[config.mk]
export PLATFORM = sky130hd
export DESIGN_NAME = ptr_interp
export DESIGN_NICKNAME = d
export VERILOG_FILES = /design/src/hdl/ptr_classify.v /design/src/hdl/ptr_interp.v
export VERILOG_INCLUDE_DIRS = /design/src /design/src/hdl
export SDC_FILE = /design/constraint.sdc
export NUM_CORES = 1
export LEC_CHECK = 0
export BUFFER_PORTS_ARGS = -buffer_cell sky130_fd_sc_hd__buf_2
export CAP_MARGIN = 20
export CORE_MARGIN = 5
export CORE_UTILIZATION = 55
export DETAILED_ROUTE_END_ITERATION = 10
export MAX_ROUTING_LAYER = met4
export PLACE_DENSITY = 0.78
export SLEW_MARGIN = 0
export SYNTH_ARGS = -nofsm -noshare
export SYNTH_HDL_FRONTEND = slang
export SYNTH_SLANG_ARGS = --single-unit
[constraint.sdc]
create_clock -name aclk -period 7.4 [get_ports aclk]
set_clock_uncertainty 0.05 [all_clocks]
set_input_delay 0.37 -clock aclk [delete_from_list [all_inputs] [get_ports aclk]]
set_output_delay 0.37 -clock aclk [all_outputs]
set_load 0.005 [all_outputs]
[src/hdl/ptr_map.vh]
// constants for the receive payload pointer interpreter
`ifndef PTR_MAP_VH
`define PTR_MAP_VH

// register byte offsets
`define PTR_ADDR_CTRL      8'h00
`define PTR_ADDR_ALARM     8'h04
`define PTR_ADDR_PEND      8'h08
`define PTR_ADDR_STATUS    8'h0c

// control register fields
`define PTR_CTRL_SDH       0
`define PTR_CTRL_AIS_MSK_A 4
`define PTR_CTRL_AIS_MSK_B 5
`define PTR_CTRL_LOP_MSK_A 6
`define PTR_CTRL_LOP_MSK_B 7
`define PTR_CTRL_RESET     8'h00

// alarm / pending fields
`define PTR_BIT_AIS        0
`define PTR_BIT_LOP        1

// status register fields
`define PTR_STAT_STATE_LO  0
`define PTR_STAT_CI_BAD    4
`define PTR_STAT_VAL_LO    16

// pointer word fields and codes
`define PTR_FLAG_HI        15
`define PTR_FLAG_LO        12
`define PTR_SS_HI          11
`define PTR_SS_LO          10
`define PTR_NDF_ON         4'h9
`define PTR_NDF_OFF        4'h6
`define PTR_SS_SDH         2'h2
`define PTR_AIS_WORD       16'hffff
`define PTR_CI_VALUE       10'h3ff
`define PTR_I_BITS         10'h2aa
`define PTR_D_BITS         10'h155
`define PTR_MAX_VALUE      10'h30e
`define PTR_VALUE_RESET    10'h000

// majorities and persistence counts (frames)
`define PTR_FLAG_MAJ       4'h3
`define PTR_SONET_MAJ      4'h8
`define PTR_SDH_MAJ        4'h3
`define PTR_SDH_MIN        4'h2
`define PTR_STATE_NORMAL_PERSIST   2'h3
`define PTR_AIS_PERSIST    2'h3
`define PTR_INV_PERSIST    4'h8
`define PTR_JUST_HOLD      2'h3

// bus responses
`define PTR_RESP_OKAY      2'h0
`define PTR_RESP_SLVERR    2'h2

`endif

[src/hdl/ptr_classify.v]
// pointer word classifier, purely combinational
`timescale 1ns/100ps
`default_nettype none
`include "ptr_map.vh"

module ptr_classify (
	// pointer word and reference
	input  wire [15:0] ptr_word,
	input  wire [9:0]  cur_value,
	input  wire        sdh_mode,
	// classification
	output wire        flag_enabled,
	output wire        flag_normal,
	output wire        ss_match,
	output wire        in_range,
	output wire        ais_word,
	output wire        is_inc,
	output wire        is_dec,
	output wire        ci_normal,
	output wire        ci_ais
);

	// count of set bits in a ten-bit vector
	function [3:0] ones10;
		input [9:0] v;
		integer k;
		begin
			ones10 = 4'h0;
			for (k = 0; k < 10; k = k + 1) begin
				ones10 = ones10 + {3'h0, v[k]};
			end
		end
	endfunction

	wire [3:0] flag  = ptr_word[`PTR_FLAG_HI:`PTR_FLAG_LO];
	wire [9:0] value = ptr_word[9:0];
	wire [9:0] diff;
	wire [9:0] inc_match;
	wire [9:0] dec_match;

	// masks as named constants, a bare literal cannot be bit-selected
	localparam [9:0] I_MASK = `PTR_I_BITS;
	localparam [9:0] D_MASK = `PTR_D_BITS;

	genvar b;
	generate
		for (b = 0; b < 10; b = b + 1) begin : g_bit
			assign diff[b]      = value[b] ^ cur_value[b];
			assign inc_match[b] = ~(diff[b] ^ I_MASK[b]);
			assign dec_match[b] = ~(diff[b] ^ D_MASK[b]);
		end
	endgenerate

	wire [3:0] i_inv = ones10(diff & `PTR_I_BITS);
	wire [3:0] d_inv = ones10(diff & `PTR_D_BITS);

	assign flag_enabled = ones10({6'h00, ~(flag ^ `PTR_NDF_ON)}) >= `PTR_FLAG_MAJ;
	assign flag_normal  = ones10({6'h00, ~(flag ^ `PTR_NDF_OFF)}) >= `PTR_FLAG_MAJ;

	assign ss_match = ~sdh_mode | (ptr_word[`PTR_SS_HI:`PTR_SS_LO] == `PTR_SS_SDH);
	assign in_range = value <= `PTR_MAX_VALUE;
	assign ais_word = ptr_word == `PTR_AIS_WORD;

	assign is_inc = flag_normal & (sdh_mode ?
		(i_inv >= `PTR_SDH_MAJ) && (d_inv <= `PTR_SDH_MIN) :
		(ones10(inc_match) >= `PTR_SONET_MAJ));

	assign is_dec = flag_normal & (sdh_mode ?
		(d_inv >= `PTR_SDH_MAJ) && (i_inv <= `PTR_SDH_MIN) :
		(ones10(dec_match) >= `PTR_SONET_MAJ));

	assign ci_normal = flag_normal & (value == `PTR_CI_VALUE) & ss_match;
	assign ci_ais    = ais_word;

endmodule // ptr_classify
`default_nettype wire

[src/hdl/ptr_interp.v]
// receive payload pointer interpreter with axi4-lite registers
//
// Decided for this implementation: the register addresses and the AXI4-Lite register port.
`timescale 1ns/100ps
`default_nettype none
`include "ptr_map.vh"

module ptr_interp (
	// clock and reset
	input  wire        aclk,
	input  wire        aresetn,
	// received overhead stream
	input  wire        ptr_strobe,
	input  wire [15:0] ptr_word,
	input  wire        ci_strobe,
	input  wire [15:0] ci_word,
	input  wire        frame_end,
	// axi4-lite write address
	input  wire        s_axi_awvalid,
	output wire        s_axi_awready,
	input  wire [7:0]  s_axi_awaddr,
	// axi4-lite write data
	input  wire        s_axi_wvalid,
	output wire        s_axi_wready,
	input  wire [31:0] s_axi_wdata,
	input  wire [3:0]  s_axi_wstrb,
	// axi4-lite write response
	output reg         s_axi_bvalid,
	input  wire        s_axi_bready,
	output reg  [1:0]  s_axi_bresp,
	// axi4-lite read address
	input  wire        s_axi_arvalid,
	output wire        s_axi_arready,
	input  wire [7:0]  s_axi_araddr,
	// axi4-lite read data
	output reg         s_axi_rvalid,
	input  wire        s_axi_rready,
	output reg  [31:0] s_axi_rdata,
	output reg  [1:0]  s_axi_rresp,
	// alarms and interrupts
	output reg         path_ais,
	output reg         path_lop,
	output reg  [9:0]  pointer_value,
	output reg         irq_out_a,
	output reg         irq_out_b
);

	localparam [1:0] STATE_NORMAL            = 2'h0;
	localparam [1:0] STATE_LOSS_OF_POINTER   = 2'h1;
	localparam [1:0] STATE_ALARM_INDICATION  = 2'h2;

	reg [1:0]  state_q;
	reg [1:0]  state_d;
	reg [9:0]  cur_q;
	reg [9:0]  cur_d;
	reg [9:0]  cand_q;
	reg [9:0]  cand_d;
	reg [1:0]  state_normal_cnt_q;
	reg [1:0]  state_normal_cnt_d;
	reg [1:0]  ais_cnt_q;
	reg [1:0]  ais_cnt_d;
	reg [3:0]  inv_cnt_q;
	reg [3:0]  inv_cnt_d;
	reg [1:0]  hold_q;
	reg [1:0]  hold_d;
	reg [15:0] prim_q;
	reg        prim_seen_q;
	reg        ci_bad_q;
	reg        ci_bad_last_q;
	reg [7:0]  ctrl_q;
	reg        path_ais_alarm_latch_q;
	reg        path_lop_alarm_latch_q;
	reg        path_ais_pending_q;
	reg        path_lop_pending_q;
	reg        valid_now;

	wire sdh_mode = ctrl_q[`PTR_CTRL_SDH];

	// classification of the held primary pointer
	wire p_ndf;
	wire p_state_normal;
	wire p_ss;
	wire p_range;
	wire p_ais;
	wire p_inc;
	wire p_dec;

	ptr_classify u_prim (
		.ptr_word     (prim_q),
		.cur_value    (cur_q),
		.sdh_mode     (sdh_mode),
		.flag_enabled (p_ndf),
		.flag_normal  (p_state_normal),
		.ss_match     (p_ss),
		.in_range     (p_range),
		.ais_word     (p_ais),
		.is_inc       (p_inc),
		.is_dec       (p_dec),
		.ci_normal    (),
		.ci_ais       ()
	);

	// classification of each concat pair as it arrives
	wire c_normal;
	wire c_ais;

	ptr_classify u_ci (
		.ptr_word     (ci_word),
		.cur_value    (cur_q),
		.sdh_mode     (sdh_mode),
		.flag_enabled (),
		.flag_normal  (),
		.ss_match     (),
		.in_range     (),
		.ais_word     (),
		.is_inc       (),
		.is_dec       (),
		.ci_normal    (c_normal),
		.ci_ais       (c_ais)
	);

	// evaluate only when a frame delivered its primary pointer
	wire frame_eval = frame_end & prim_seen_q;
	wire [9:0] pval = prim_q[9:0];

	// a bad concat pair spoils the frame for all but the ais check
	wire good    = p_ss & ~ci_bad_q;
	wire ndf_ok  = p_ndf & p_range & good;
	wire state_normal_ok = p_state_normal & p_range & good;
	wire ais_ok  = p_ais;

	wire just_ok = (state_q == STATE_NORMAL) && (hold_q == 2'h0) && good;
	wire inc_ok  = just_ok & p_inc;
	wire dec_ok  = just_ok & p_dec & ~p_inc;

	// next value after one justification step, wrapping at 782
	wire [9:0] cur_inc = (cur_q == `PTR_MAX_VALUE) ? 10'h000 : cur_q + 10'h001;
	wire [9:0] cur_dec = (cur_q == 10'h000) ? `PTR_MAX_VALUE : cur_q - 10'h001;

	always @* begin
		case (state_q)
			STATE_ALARM_INDICATION: valid_now = ais_ok;
			STATE_NORMAL: valid_now = ndf_ok | inc_ok | dec_ok | (state_normal_ok & (pval == cur_q));
			default: valid_now = 1'b1;
		endcase
	end

	// frame evaluation and state machine
	always @* begin
		state_d    = state_q;
		cur_d      = cur_q;
		cand_d     = cand_q;
		state_normal_cnt_d = state_normal_cnt_q;
		ais_cnt_d  = ais_cnt_q;
		inv_cnt_d  = inv_cnt_q;
		hold_d     = hold_q;
		if (frame_eval) begin
			hold_d = (hold_q != 2'h0) ? hold_q - 2'h1 : 2'h0;
			// run of identical normal pointers
			if (state_normal_ok && !p_inc && !p_dec || state_normal_ok && state_q != STATE_NORMAL) begin
				if (state_normal_cnt_q != 2'h0 && pval == cand_q) begin
					if (state_normal_cnt_q != `PTR_STATE_NORMAL_PERSIST)
						state_normal_cnt_d = state_normal_cnt_q + 2'h1;
				end else begin
					cand_d     = pval;
					state_normal_cnt_d = 2'h1;
				end
			end else begin
				state_normal_cnt_d = 2'h0;
			end
			// run of ais pointers
			if (ais_ok) begin
				if (ais_cnt_q != `PTR_AIS_PERSIST)
					ais_cnt_d = ais_cnt_q + 2'h1;
			end else begin
				ais_cnt_d = 2'h0;
			end
			// run of invalid pointers
			if (valid_now)
				inv_cnt_d = 4'h0;
			else if (inv_cnt_q != `PTR_INV_PERSIST)
				inv_cnt_d = inv_cnt_q + 4'h1;
			case (state_q)
				STATE_NORMAL: begin
					if (ndf_ok) begin
						cur_d  = pval;
						hold_d = `PTR_JUST_HOLD;
					end else if (inc_ok) begin
						cur_d  = cur_inc;
						hold_d = `PTR_JUST_HOLD;
					end else if (dec_ok) begin
						cur_d  = cur_dec;
						hold_d = `PTR_JUST_HOLD;
					end else if (state_normal_cnt_d == `PTR_STATE_NORMAL_PERSIST) begin
						cur_d = cand_d;
					end
					if (ais_cnt_d == `PTR_AIS_PERSIST) begin
						state_d   = STATE_ALARM_INDICATION;
						inv_cnt_d = 4'h0;
					end else if (inv_cnt_d == `PTR_INV_PERSIST) begin
						state_d   = STATE_LOSS_OF_POINTER;
						inv_cnt_d = 4'h0;
					end
				end
				STATE_LOSS_OF_POINTER: begin
					inv_cnt_d = 4'h0;
					if (state_normal_cnt_d == `PTR_STATE_NORMAL_PERSIST) begin
						state_d = STATE_NORMAL;
						cur_d   = cand_d;
					end else if (ais_cnt_d == `PTR_AIS_PERSIST) begin
						state_d = STATE_ALARM_INDICATION;
					end
				end
				STATE_ALARM_INDICATION: begin
					if (state_normal_cnt_d == `PTR_STATE_NORMAL_PERSIST) begin
						state_d   = STATE_NORMAL;
						cur_d     = cand_d;
						inv_cnt_d = 4'h0;
					end else if (inv_cnt_d == `PTR_INV_PERSIST) begin
						state_d   = STATE_LOSS_OF_POINTER;
						inv_cnt_d = 4'h0;
					end
				end
				default: begin
					state_d = STATE_LOSS_OF_POINTER;
				end
			endcase
		end
	end

	// alarm state change events
	wire ais_now = state_q == STATE_ALARM_INDICATION;
	wire lop_now = state_q == STATE_LOSS_OF_POINTER;
	wire ais_evt = ais_now != (state_d == STATE_ALARM_INDICATION);
	wire lop_evt = lop_now != (state_d == STATE_LOSS_OF_POINTER);

	// bus handshakes: write needs address and data together
	wire wr_hs = s_axi_awvalid & s_axi_wvalid & ~s_axi_bvalid;
	wire rd_hs = s_axi_arvalid & ~s_axi_rvalid;
	assign s_axi_awready = wr_hs;
	assign s_axi_wready  = wr_hs;
	assign s_axi_arready = ~s_axi_rvalid;

	wire rd_alarm = rd_hs && (s_axi_araddr == `PTR_ADDR_ALARM);
	wire rd_pend  = rd_hs && (s_axi_araddr == `PTR_ADDR_PEND);

	// read mux, values before any read side effect
	reg [31:0] rd_data;
	reg        rd_err;
	always @* begin
		rd_data = 32'h0000_0000;
		rd_err  = 1'b0;
		if (s_axi_araddr == `PTR_ADDR_CTRL) begin
			rd_data[7:0] = ctrl_q;
		end else if (s_axi_araddr == `PTR_ADDR_ALARM) begin
			rd_data[`PTR_BIT_AIS] = path_ais_alarm_latch_q;
			rd_data[`PTR_BIT_LOP] = path_lop_alarm_latch_q;
		end else if (s_axi_araddr == `PTR_ADDR_PEND) begin
			rd_data[`PTR_BIT_AIS] = path_ais_pending_q;
			rd_data[`PTR_BIT_LOP] = path_lop_pending_q;
		end else if (s_axi_araddr == `PTR_ADDR_STATUS) begin
			rd_data[`PTR_STAT_STATE_LO+1:`PTR_STAT_STATE_LO] = state_q;
			rd_data[`PTR_STAT_CI_BAD] = ci_bad_last_q;
			rd_data[`PTR_STAT_VAL_LO+9:`PTR_STAT_VAL_LO] = cur_q;
		end else begin
			rd_err = 1'b1;
		end
	end

	// all clocked state, synchronous reset
	always @(posedge aclk) begin
		if (!aresetn) begin
			state_q                <= STATE_LOSS_OF_POINTER;
			cur_q                  <= `PTR_VALUE_RESET;
			cand_q                 <= `PTR_VALUE_RESET;
			state_normal_cnt_q             <= 2'h0;
			ais_cnt_q              <= 2'h0;
			inv_cnt_q              <= 4'h0;
			hold_q                 <= 2'h0;
			prim_q                 <= 16'h0000;
			prim_seen_q            <= 1'b0;
			ci_bad_q               <= 1'b0;
			ci_bad_last_q          <= 1'b0;
			ctrl_q                 <= `PTR_CTRL_RESET;
			path_ais_alarm_latch_q <= 1'b0;
			path_lop_alarm_latch_q <= 1'b0;
			path_ais_pending_q     <= 1'b0;
			path_lop_pending_q     <= 1'b0;
			s_axi_bvalid           <= 1'b0;
			s_axi_bresp            <= `PTR_RESP_OKAY;
			s_axi_rvalid           <= 1'b0;
			s_axi_rdata            <= 32'h0000_0000;
			s_axi_rresp            <= `PTR_RESP_OKAY;
			path_ais               <= 1'b0;
			path_lop               <= 1'b0;
			pointer_value          <= `PTR_VALUE_RESET;
			irq_out_a              <= 1'b0;
			irq_out_b              <= 1'b0;
		end else begin
			state_q    <= state_d;
			cur_q      <= cur_d;
			cand_q     <= cand_d;
			state_normal_cnt_q <= state_normal_cnt_d;
			ais_cnt_q  <= ais_cnt_d;
			inv_cnt_q  <= inv_cnt_d;
			hold_q     <= hold_d;
			if (ptr_strobe) begin
				prim_q      <= ptr_word;
				prim_seen_q <= 1'b1;
			end else if (frame_end) begin
				prim_seen_q <= 1'b0;
			end
			// any invalid concat pair before the frame end marks the frame
			if (frame_end) begin
				ci_bad_q      <= 1'b0;
				ci_bad_last_q <= ci_bad_q;
			end else if (ci_strobe && !c_normal && !c_ais) begin
				ci_bad_q <= 1'b1;
			end
			// control register, low byte lane only
			if (wr_hs && s_axi_awaddr == `PTR_ADDR_CTRL && s_axi_wstrb[0])
				ctrl_q <= s_axi_wdata[7:0];
			// latch-high, event wins over read reload
			path_ais_alarm_latch_q <= ais_evt | (rd_alarm ? ais_now : path_ais_alarm_latch_q);
			path_lop_alarm_latch_q <= lop_evt | (rd_alarm ? lop_now : path_lop_alarm_latch_q);
			path_ais_pending_q <= ais_evt | (path_ais_pending_q & ~rd_pend);
			path_lop_pending_q <= lop_evt | (path_lop_pending_q & ~rd_pend);
			// write response, unmapped or read-only offsets answer slverr
			if (wr_hs) begin
				s_axi_bvalid <= 1'b1;
				s_axi_bresp  <= (s_axi_awaddr == `PTR_ADDR_CTRL) ? `PTR_RESP_OKAY
					: `PTR_RESP_SLVERR;
			end else if (s_axi_bready) begin
				s_axi_bvalid <= 1'b0;
			end
			// read response
			if (rd_hs) begin
				s_axi_rvalid <= 1'b1;
				s_axi_rdata  <= rd_data;
				s_axi_rresp  <= rd_err ? `PTR_RESP_SLVERR : `PTR_RESP_OKAY;
			end else if (s_axi_rready) begin
				s_axi_rvalid <= 1'b0;
			end
			// status pins follow the state and pointer registers, interrupts the masked pending bits
			path_ais      <= state_d == STATE_ALARM_INDICATION;
			path_lop      <= state_d == STATE_LOSS_OF_POINTER;
			pointer_value <= cur_d;
			irq_out_a <= (path_ais_pending_q & ctrl_q[`PTR_CTRL_AIS_MSK_A])
				| (path_lop_pending_q & ctrl_q[`PTR_CTRL_LOP_MSK_A]);
			irq_out_b <= (path_ais_pending_q & ctrl_q[`PTR_CTRL_AIS_MSK_B])
				| (path_lop_pending_q & ctrl_q[`PTR_CTRL_LOP_MSK_B]);
		end
	end

endmodule // ptr_interp
`default_nettype wire

**Word level (Yosys, flattened, before mapping)**

Cells that the tools add are included.

- Bits in registers: 91
- Latch bits: 0
- RAM bits: 0
- ROM bits: 0
- Memories: 0

- Add/sub/neg operators: 41
- $mul: 0
- Divide/modulo/power cells: 0
- Order comparisons: 10
- Equal/unequal tests: 23
- Shift-type cells: 0
- Multiplexer cells: 66
- Bitwise gates (word level): 67
- Reductions and logical operators: 34

Operator list:

| kind | count |
|---|---|
| two-way mux 10 bit | 12 |
| adder 4 x 1 -> 4 bit | 27 |
| two-way mux 2 bit | 25 |
| equality test 16 bit, second input constant | 2 |
| two-way mux 4 bit | 6 |
| AND 1 bit | 23 |
| equality test 10 bit | 2 |
| equality test 10 bit, second input constant | 2 |
| greater-or-equal comparator 4 x 2 -> 1 bit, second input constant | 5 |
| case mux 10 bit (2 select lines) | 1 |
| two-way mux 1 bit | 18 |
| NOT 1 bit | 17 |
| equality test 8 x 4 -> 1 bit, second input constant | 2 |
| logical NOT 8 bit | 2 |
| adder 1 x 1 -> 2 bit | 7 |
| logical AND 1 bit | 14 |
| nonzero test 2 bit | 7 |
| equality test 2 bit, second input constant | 6 |
| NOT 4 bit | 3 |
| case mux 4 bit (3 select lines) | 1 |
| bitwise OR 1 bit | 11 |
| adder 10 x 1 -> 10 bit, second input constant | 1 |
| <= comparator 10 bit, second input constant | 1 |
| logical NOT 10 bit | 1 |
| 23 further kinds | 45 |

**Depth between registers and ports, before layout**

- Depth in word-level cells: 29
- Gate-level depth with buffers: 19
- Mapped depth without buffers: 16

**Hierarchy**

A second synthesis with hierarchy kept.

- Cells, all modules: 752
- Area, all modules: 6,553.8 µm²

By module, submodules not included:

| module | instances | cells an instance | area an instance (µm²) | seq. area each (µm²) |
|---|---|---|---|---|
| ptr_interp | 1 | 570 | 4,864.7 | 1,781.7 |
| ptr_classify | 2 | 91 | 844.6 | 0.0 |

**Least setup slack after synthesis**

OpenSTA, ideal clock, no wires.

- Path kind: reg2reg
- Start point: reg cur_q[1]
- End point: reg path_lop_pending_q
- Arrival time: 5.066 ns
- Required time: 7.276 ns
- Path slack: 2.209 ns
- Stages on the path, launching flop included: 19
- Path buffers: 2
- Period minus slack after synthesis: 5.191 ns
- Cells stage by stage: dfxtp_1 > clkbuf_1 > xor2_1 > ha_1 > inv_1 > fa_1 > inv_1 > fa_1 > fa_1 > fa_1 > a211oi_2 > or3_4 > a211o_2 > o211ai_4 > a2111oi_4 > o221ai_2 > buf_6 > or3_1 > a31oi_1

- Cells in the longest elaborated chain, start to end: 29
- Elaborated cells between the ends (all ways): 64
- Those cells by class: add/sub: 22; order compare: 4; eq/ne: 5; mux: 13; bitwise: 13; reduce/logical: 7

Ends and longest elaborated chain:

| what | line | text |
|---|---|---|
| start: declaration | ptr_interp.v:54 | `reg [9:0] cur_q;` |
| start signal: assignment | ptr_interp.v:274 | `` cur_q <= `PTR_VALUE_RESET; `` |
| start signal: assignment | ptr_interp.v:301 | `cur_q <= cur_d;` |
| parallel branches: the longest is 24 deep, another holds adder 4 x 1 -> 4 bit | - |  |
| case mux 2 bit (3 select lines) (*) | ptr_interp.v:183 | `case (state_q)` |
| two-way mux 2 bit (*) | ptr_interp.v:157 | `if (frame_eval) begin` |
| equality test 2 x 1 -> 1 bit (*) | ptr_interp.v:235 | `wire lop_evt = lop_now != (state_d == STATE_LOSS_OF_POINTER);` |
| inequality test 1 bit (*) | ptr_interp.v:235 |  |
| bitwise OR 1 bit (*) | ptr_interp.v:327 | `path_lop_pending_q <= lop_evt \| (path_lop_pending_q & ~rd_pend);` |
| end signal: assignment | ptr_interp.v:327 |  |
| end: declaration | ptr_interp.v:74 | `reg path_lop_pending_q;` |

Every way passes the cells marked *. The select of a mux whose other input is x is not followed.
A chain may end at the register's enable or synchronous reset.

**Final worst setup path**

- Start point: reg cur_q[2]
- End point: reg cand_q[9]

- Cells in the longest elaborated chain, start to end: 18
- Elaborated cells between the ends (all ways): 38
- Those cells by class: add/sub: 20; order compare: 4; mux: 3; bitwise: 4; reduce/logical: 7

Ends and longest elaborated chain:

| what | line | text |
|---|---|---|
| XOR 1 bit (*) | ptr_classify.v:48 | `assign diff[b] = value[b] ^ cur_value[b];` |
| NOT 1 bit | ptr_classify.v:49 | `assign inc_match[b] = ~(diff[b] ^ I_MASK[b]);` |
| adder 4 x 1 -> 4 bit (8 in a row) | ptr_classify.v:30 | `ones10 = ones10 + {3'h0, v[k]};` |
| greater-or-equal comparator 4 bit (no line) | - |  |
| two-way mux 1 bit | ptr_classify.v:64 | `assign is_inc = flag_normal & (sdh_mode ?` |
| AND 1 bit | ptr_classify.v:64 |  |
| logical NOT 1 bit | ptr_interp.v:160 | `if (state_normal_ok && !p_inc && !p_dec \|\| state_normal_ok && state_q != STATE_NORMAL) begin` |
| logical AND 1 bit | ptr_interp.v:160 |  |
| logical AND 1 bit (*) | ptr_interp.v:160 |  |
| logical OR 1 bit (*) | ptr_interp.v:160 |  |
| two-way mux 10 bit (*) | ptr_interp.v:160 |  |
| end signal: assignment | ptr_interp.v:275 | `` cand_q <= `PTR_VALUE_RESET; `` |
| end signal: assignment | ptr_interp.v:302 | `cand_q <= cand_d;` |
| end: declaration | ptr_interp.v:56 | `reg [9:0] cand_q;` |

Mark *: on every way between the ends. The rest lies on a longest branch, timed or not.

==> impl_results.md <==
* Layout area overhead at 10.3%
* PD cells at 192 nW/um^2
* Die height at 116 microns
* IO Count at 149
* #FFs+latches synth at 89
* DP Area at 6550 sq um
* Slew headroom at 36.2%
* CP Data Required Time at 7.60 ns
* Most used DFF post-synth: dfxtp_1
* Layout Utilization at 62.2%
* Post-Syn Area at 6140 sq um
* Dpl ws at 1.65 ns
* Final Cycle Share at 78.4%
* Gpl congestion at 0.978
* CP max FO at 13
* Initial DRC count at 413
* DRT Pass-1 Iters at 5
* LEAKAGE at 3.09 nW
* Largest net degree at the start of global routing at 38
* Die width at 116 microns
* Nets at 928
* Cell accounting for the most synthesized area: dfxtp_1
* Max_cap viols at 0
* Slew @ Worst Pin at 0.954 ns
* Crit Path Class: reg2reg
* Design Area, Final at 6780 sq um
* Final Non-Filler Cells at 930
* Post-DR wirelength/cell at 17.8 microns
* Synth top area share at 29.0%
* Family with the most delay on the worst path: adder cells
* Vias in the first global route at 5228
* # hold bufs at CTS at 0
* Core Rows at 38
* Critical Path Sink Type: flop
* Outcome: complete, no violations
* Remaining antenna violation count at 0
* Clock Pin Slew Worst Setup and Hold Paths at 0.10 ns
* Clk sinks at 89
* WP data arrival at 6.00 ns
* Share of layout cells above drive strength 1 at 19.4%
* Clock buffer count from CTS at 9
* Max IR drop VDD at 0.188 mV
* Post-Route Setup TNS at 0 ns
* Post-synth EDFFs at 0
* Hold slack at 0.109 ns
* Endpoints failing hold at 0
* Seq/Total Area, Yosys at 29.0%
* Area contributors post-synth: dfxtp_1 (29%), ha_1 (6.5%), mux2i_1 (6.4%)
* Later-pin clock latency in the skew report at 0.39 ns
* # setup viols final at 0
* GRT Util Overall at 25.5%
* Synthesized instance count at 723
* Dpl cells at 914
* Buffers plus inverters on the worst setup path at 2
* Total Wirelength at 16500 microns
* Most frequent cells in the layout: buf_2 (105), nor2_1 (90), dfxtp_1 (89), inv_1 (44), nand2_1 (42)
* Final HPWL DP at 12200 microns
* First-pass GRT wire length at 26300 microns
* CP max-delay cell: dfxtp_1
* Hold Path Class: in2reg
* Crit-path most repeated cell: fa_1
* Fmax at 172 MHz
* Final slew viol count at 0
* CTS tree: built
* DRC viols at 0
* CP Cell Sequence: xor2_1 > inv_1 > fa_1 > fa_1 > fa_1 > fa_1 > inv_1 > ha_1 > a21oi_1 > o21ai_1 > a311oi_2 > nor2_1 > or4_1 > or3_1 > mux2i_1 > nor2_1
* RSZ-0062 raised after global routing: false
* Initial antenna violation count at 0
* Starting density of the core at 56.4%
* Post-CTS setup buffers at 0
* CTS H-Tree Depth at 3
* Syn. warnings at 0
* Post-cts sizing count at 0
* Clock Path Buffers at 2
* Minimum clock period at 5.80 ns
* Total gr overflow at 0
* Total power at 1.30 mW
* I/O Buffers at 105
* Unique masters post-synth at 79
* Startpoint Class: flop
* Root Buffer: clkbuf_8
* Via density at 5.98
* Synth async-reset ratio at 0%
* Ant diodes at 0
* Most common cell after layout, fill and taps aside: buf_2
* Placeable Area at 10900 sq um
* Slowest stage delay, CP at 0.65 ns
* Final WS setup at 1.60 ns
* Syn avg cell area at 8.50 sq um
* Vias at 5557
* Area of the die at 13400 sq um
-- power by group --
part           internal [mW]  switching [mW]  leakage [nW]
Clock                  0.194           0.195         0.115
Combinational          0.158           0.225          2.25
Sequential             0.497          0.0331         0.724
-- kinds of logic (layout without fill, tap and decap cells) --
group / count (synthesis) / in the layout / share of synthesized area [%]
other: 1 / 16 / 0.0610
and+or+nand+nor: 246 / 246 / 20.4
muxes: 44 / 44 / 7.68
xor gates and xnor gates: 34 / 34 / 4.85
adders and majority gates: 49 / 49 / 12.1
DFF: 89 / 89 / 29.0
AOI/OAI and AO/OA: 143 / 143 / 17.0
buffers and inverters: 117 / 169 / 8.94
-- worst paths after layout --
check	start	end	slack (ns)	cells after the start
min reg2reg	s_axi_rdata[7]$_SDFFE_PN0P_	s_axi_rdata[7]$_SDFFE_PN0P_	0.42	2
min	s_axi_rready	s_axi_rvalid$_SDFFE_PN0P_	0.11	2
max	cur_q[2]$_SDFFE_PN0P_	cand_q[9]$_SDFFE_PN0P_	1.60	16
max reg2reg	cur_q[2]$_SDFFE_PN0P_	cand_q[9]$_SDFFE_PN0P_	1.60	16
-- state kept, by name, indices dropped and copies added (netlist names), 4 cells and up --
signal and flops:
prim_q 16, ctrl_q 8, cur_q 10, s_axi_rdata 18
inv_cnt_q 4, cand_q 10
-- layer usage --
| layer | share of wire (%) | GRT usage [%] |
|---|---|---|
| met3 | 6.5 | 3.39 |
| met1 | 40 | 31.7 |
| met4 | 3.1 | 11.4 |
| met2 | 50 | 41.7 |
| met5 | 0 | - |
-- cell usage after synthesis (all sizes together) (7+ instances only) --
master	instances
nand3	18
nor3	12
nand4	10
nor2b	7
xnor2	14
buf	41
clkbuf	30
a211oi	10
a22oi	14
xor2	20
and3	10
o211ai	8
dfxtp	89
o21ai	27
fa	17
nor2	91
inv	46
nand2	44
nand2b	9
mux2i	40
ha	32
a21oi	37
nor4	14
-- final cells by class --
cell class	count	area, sq um
clock buffers	9	124
clock inverters	7	100
flip-flops and latches	89	1780
fillers	917	4110
repair buffers	107	553
inverters	46	173
multi-input cells	532	3870
well taps	140	175
Note: power is estimated with default switching activity, not from simulation.
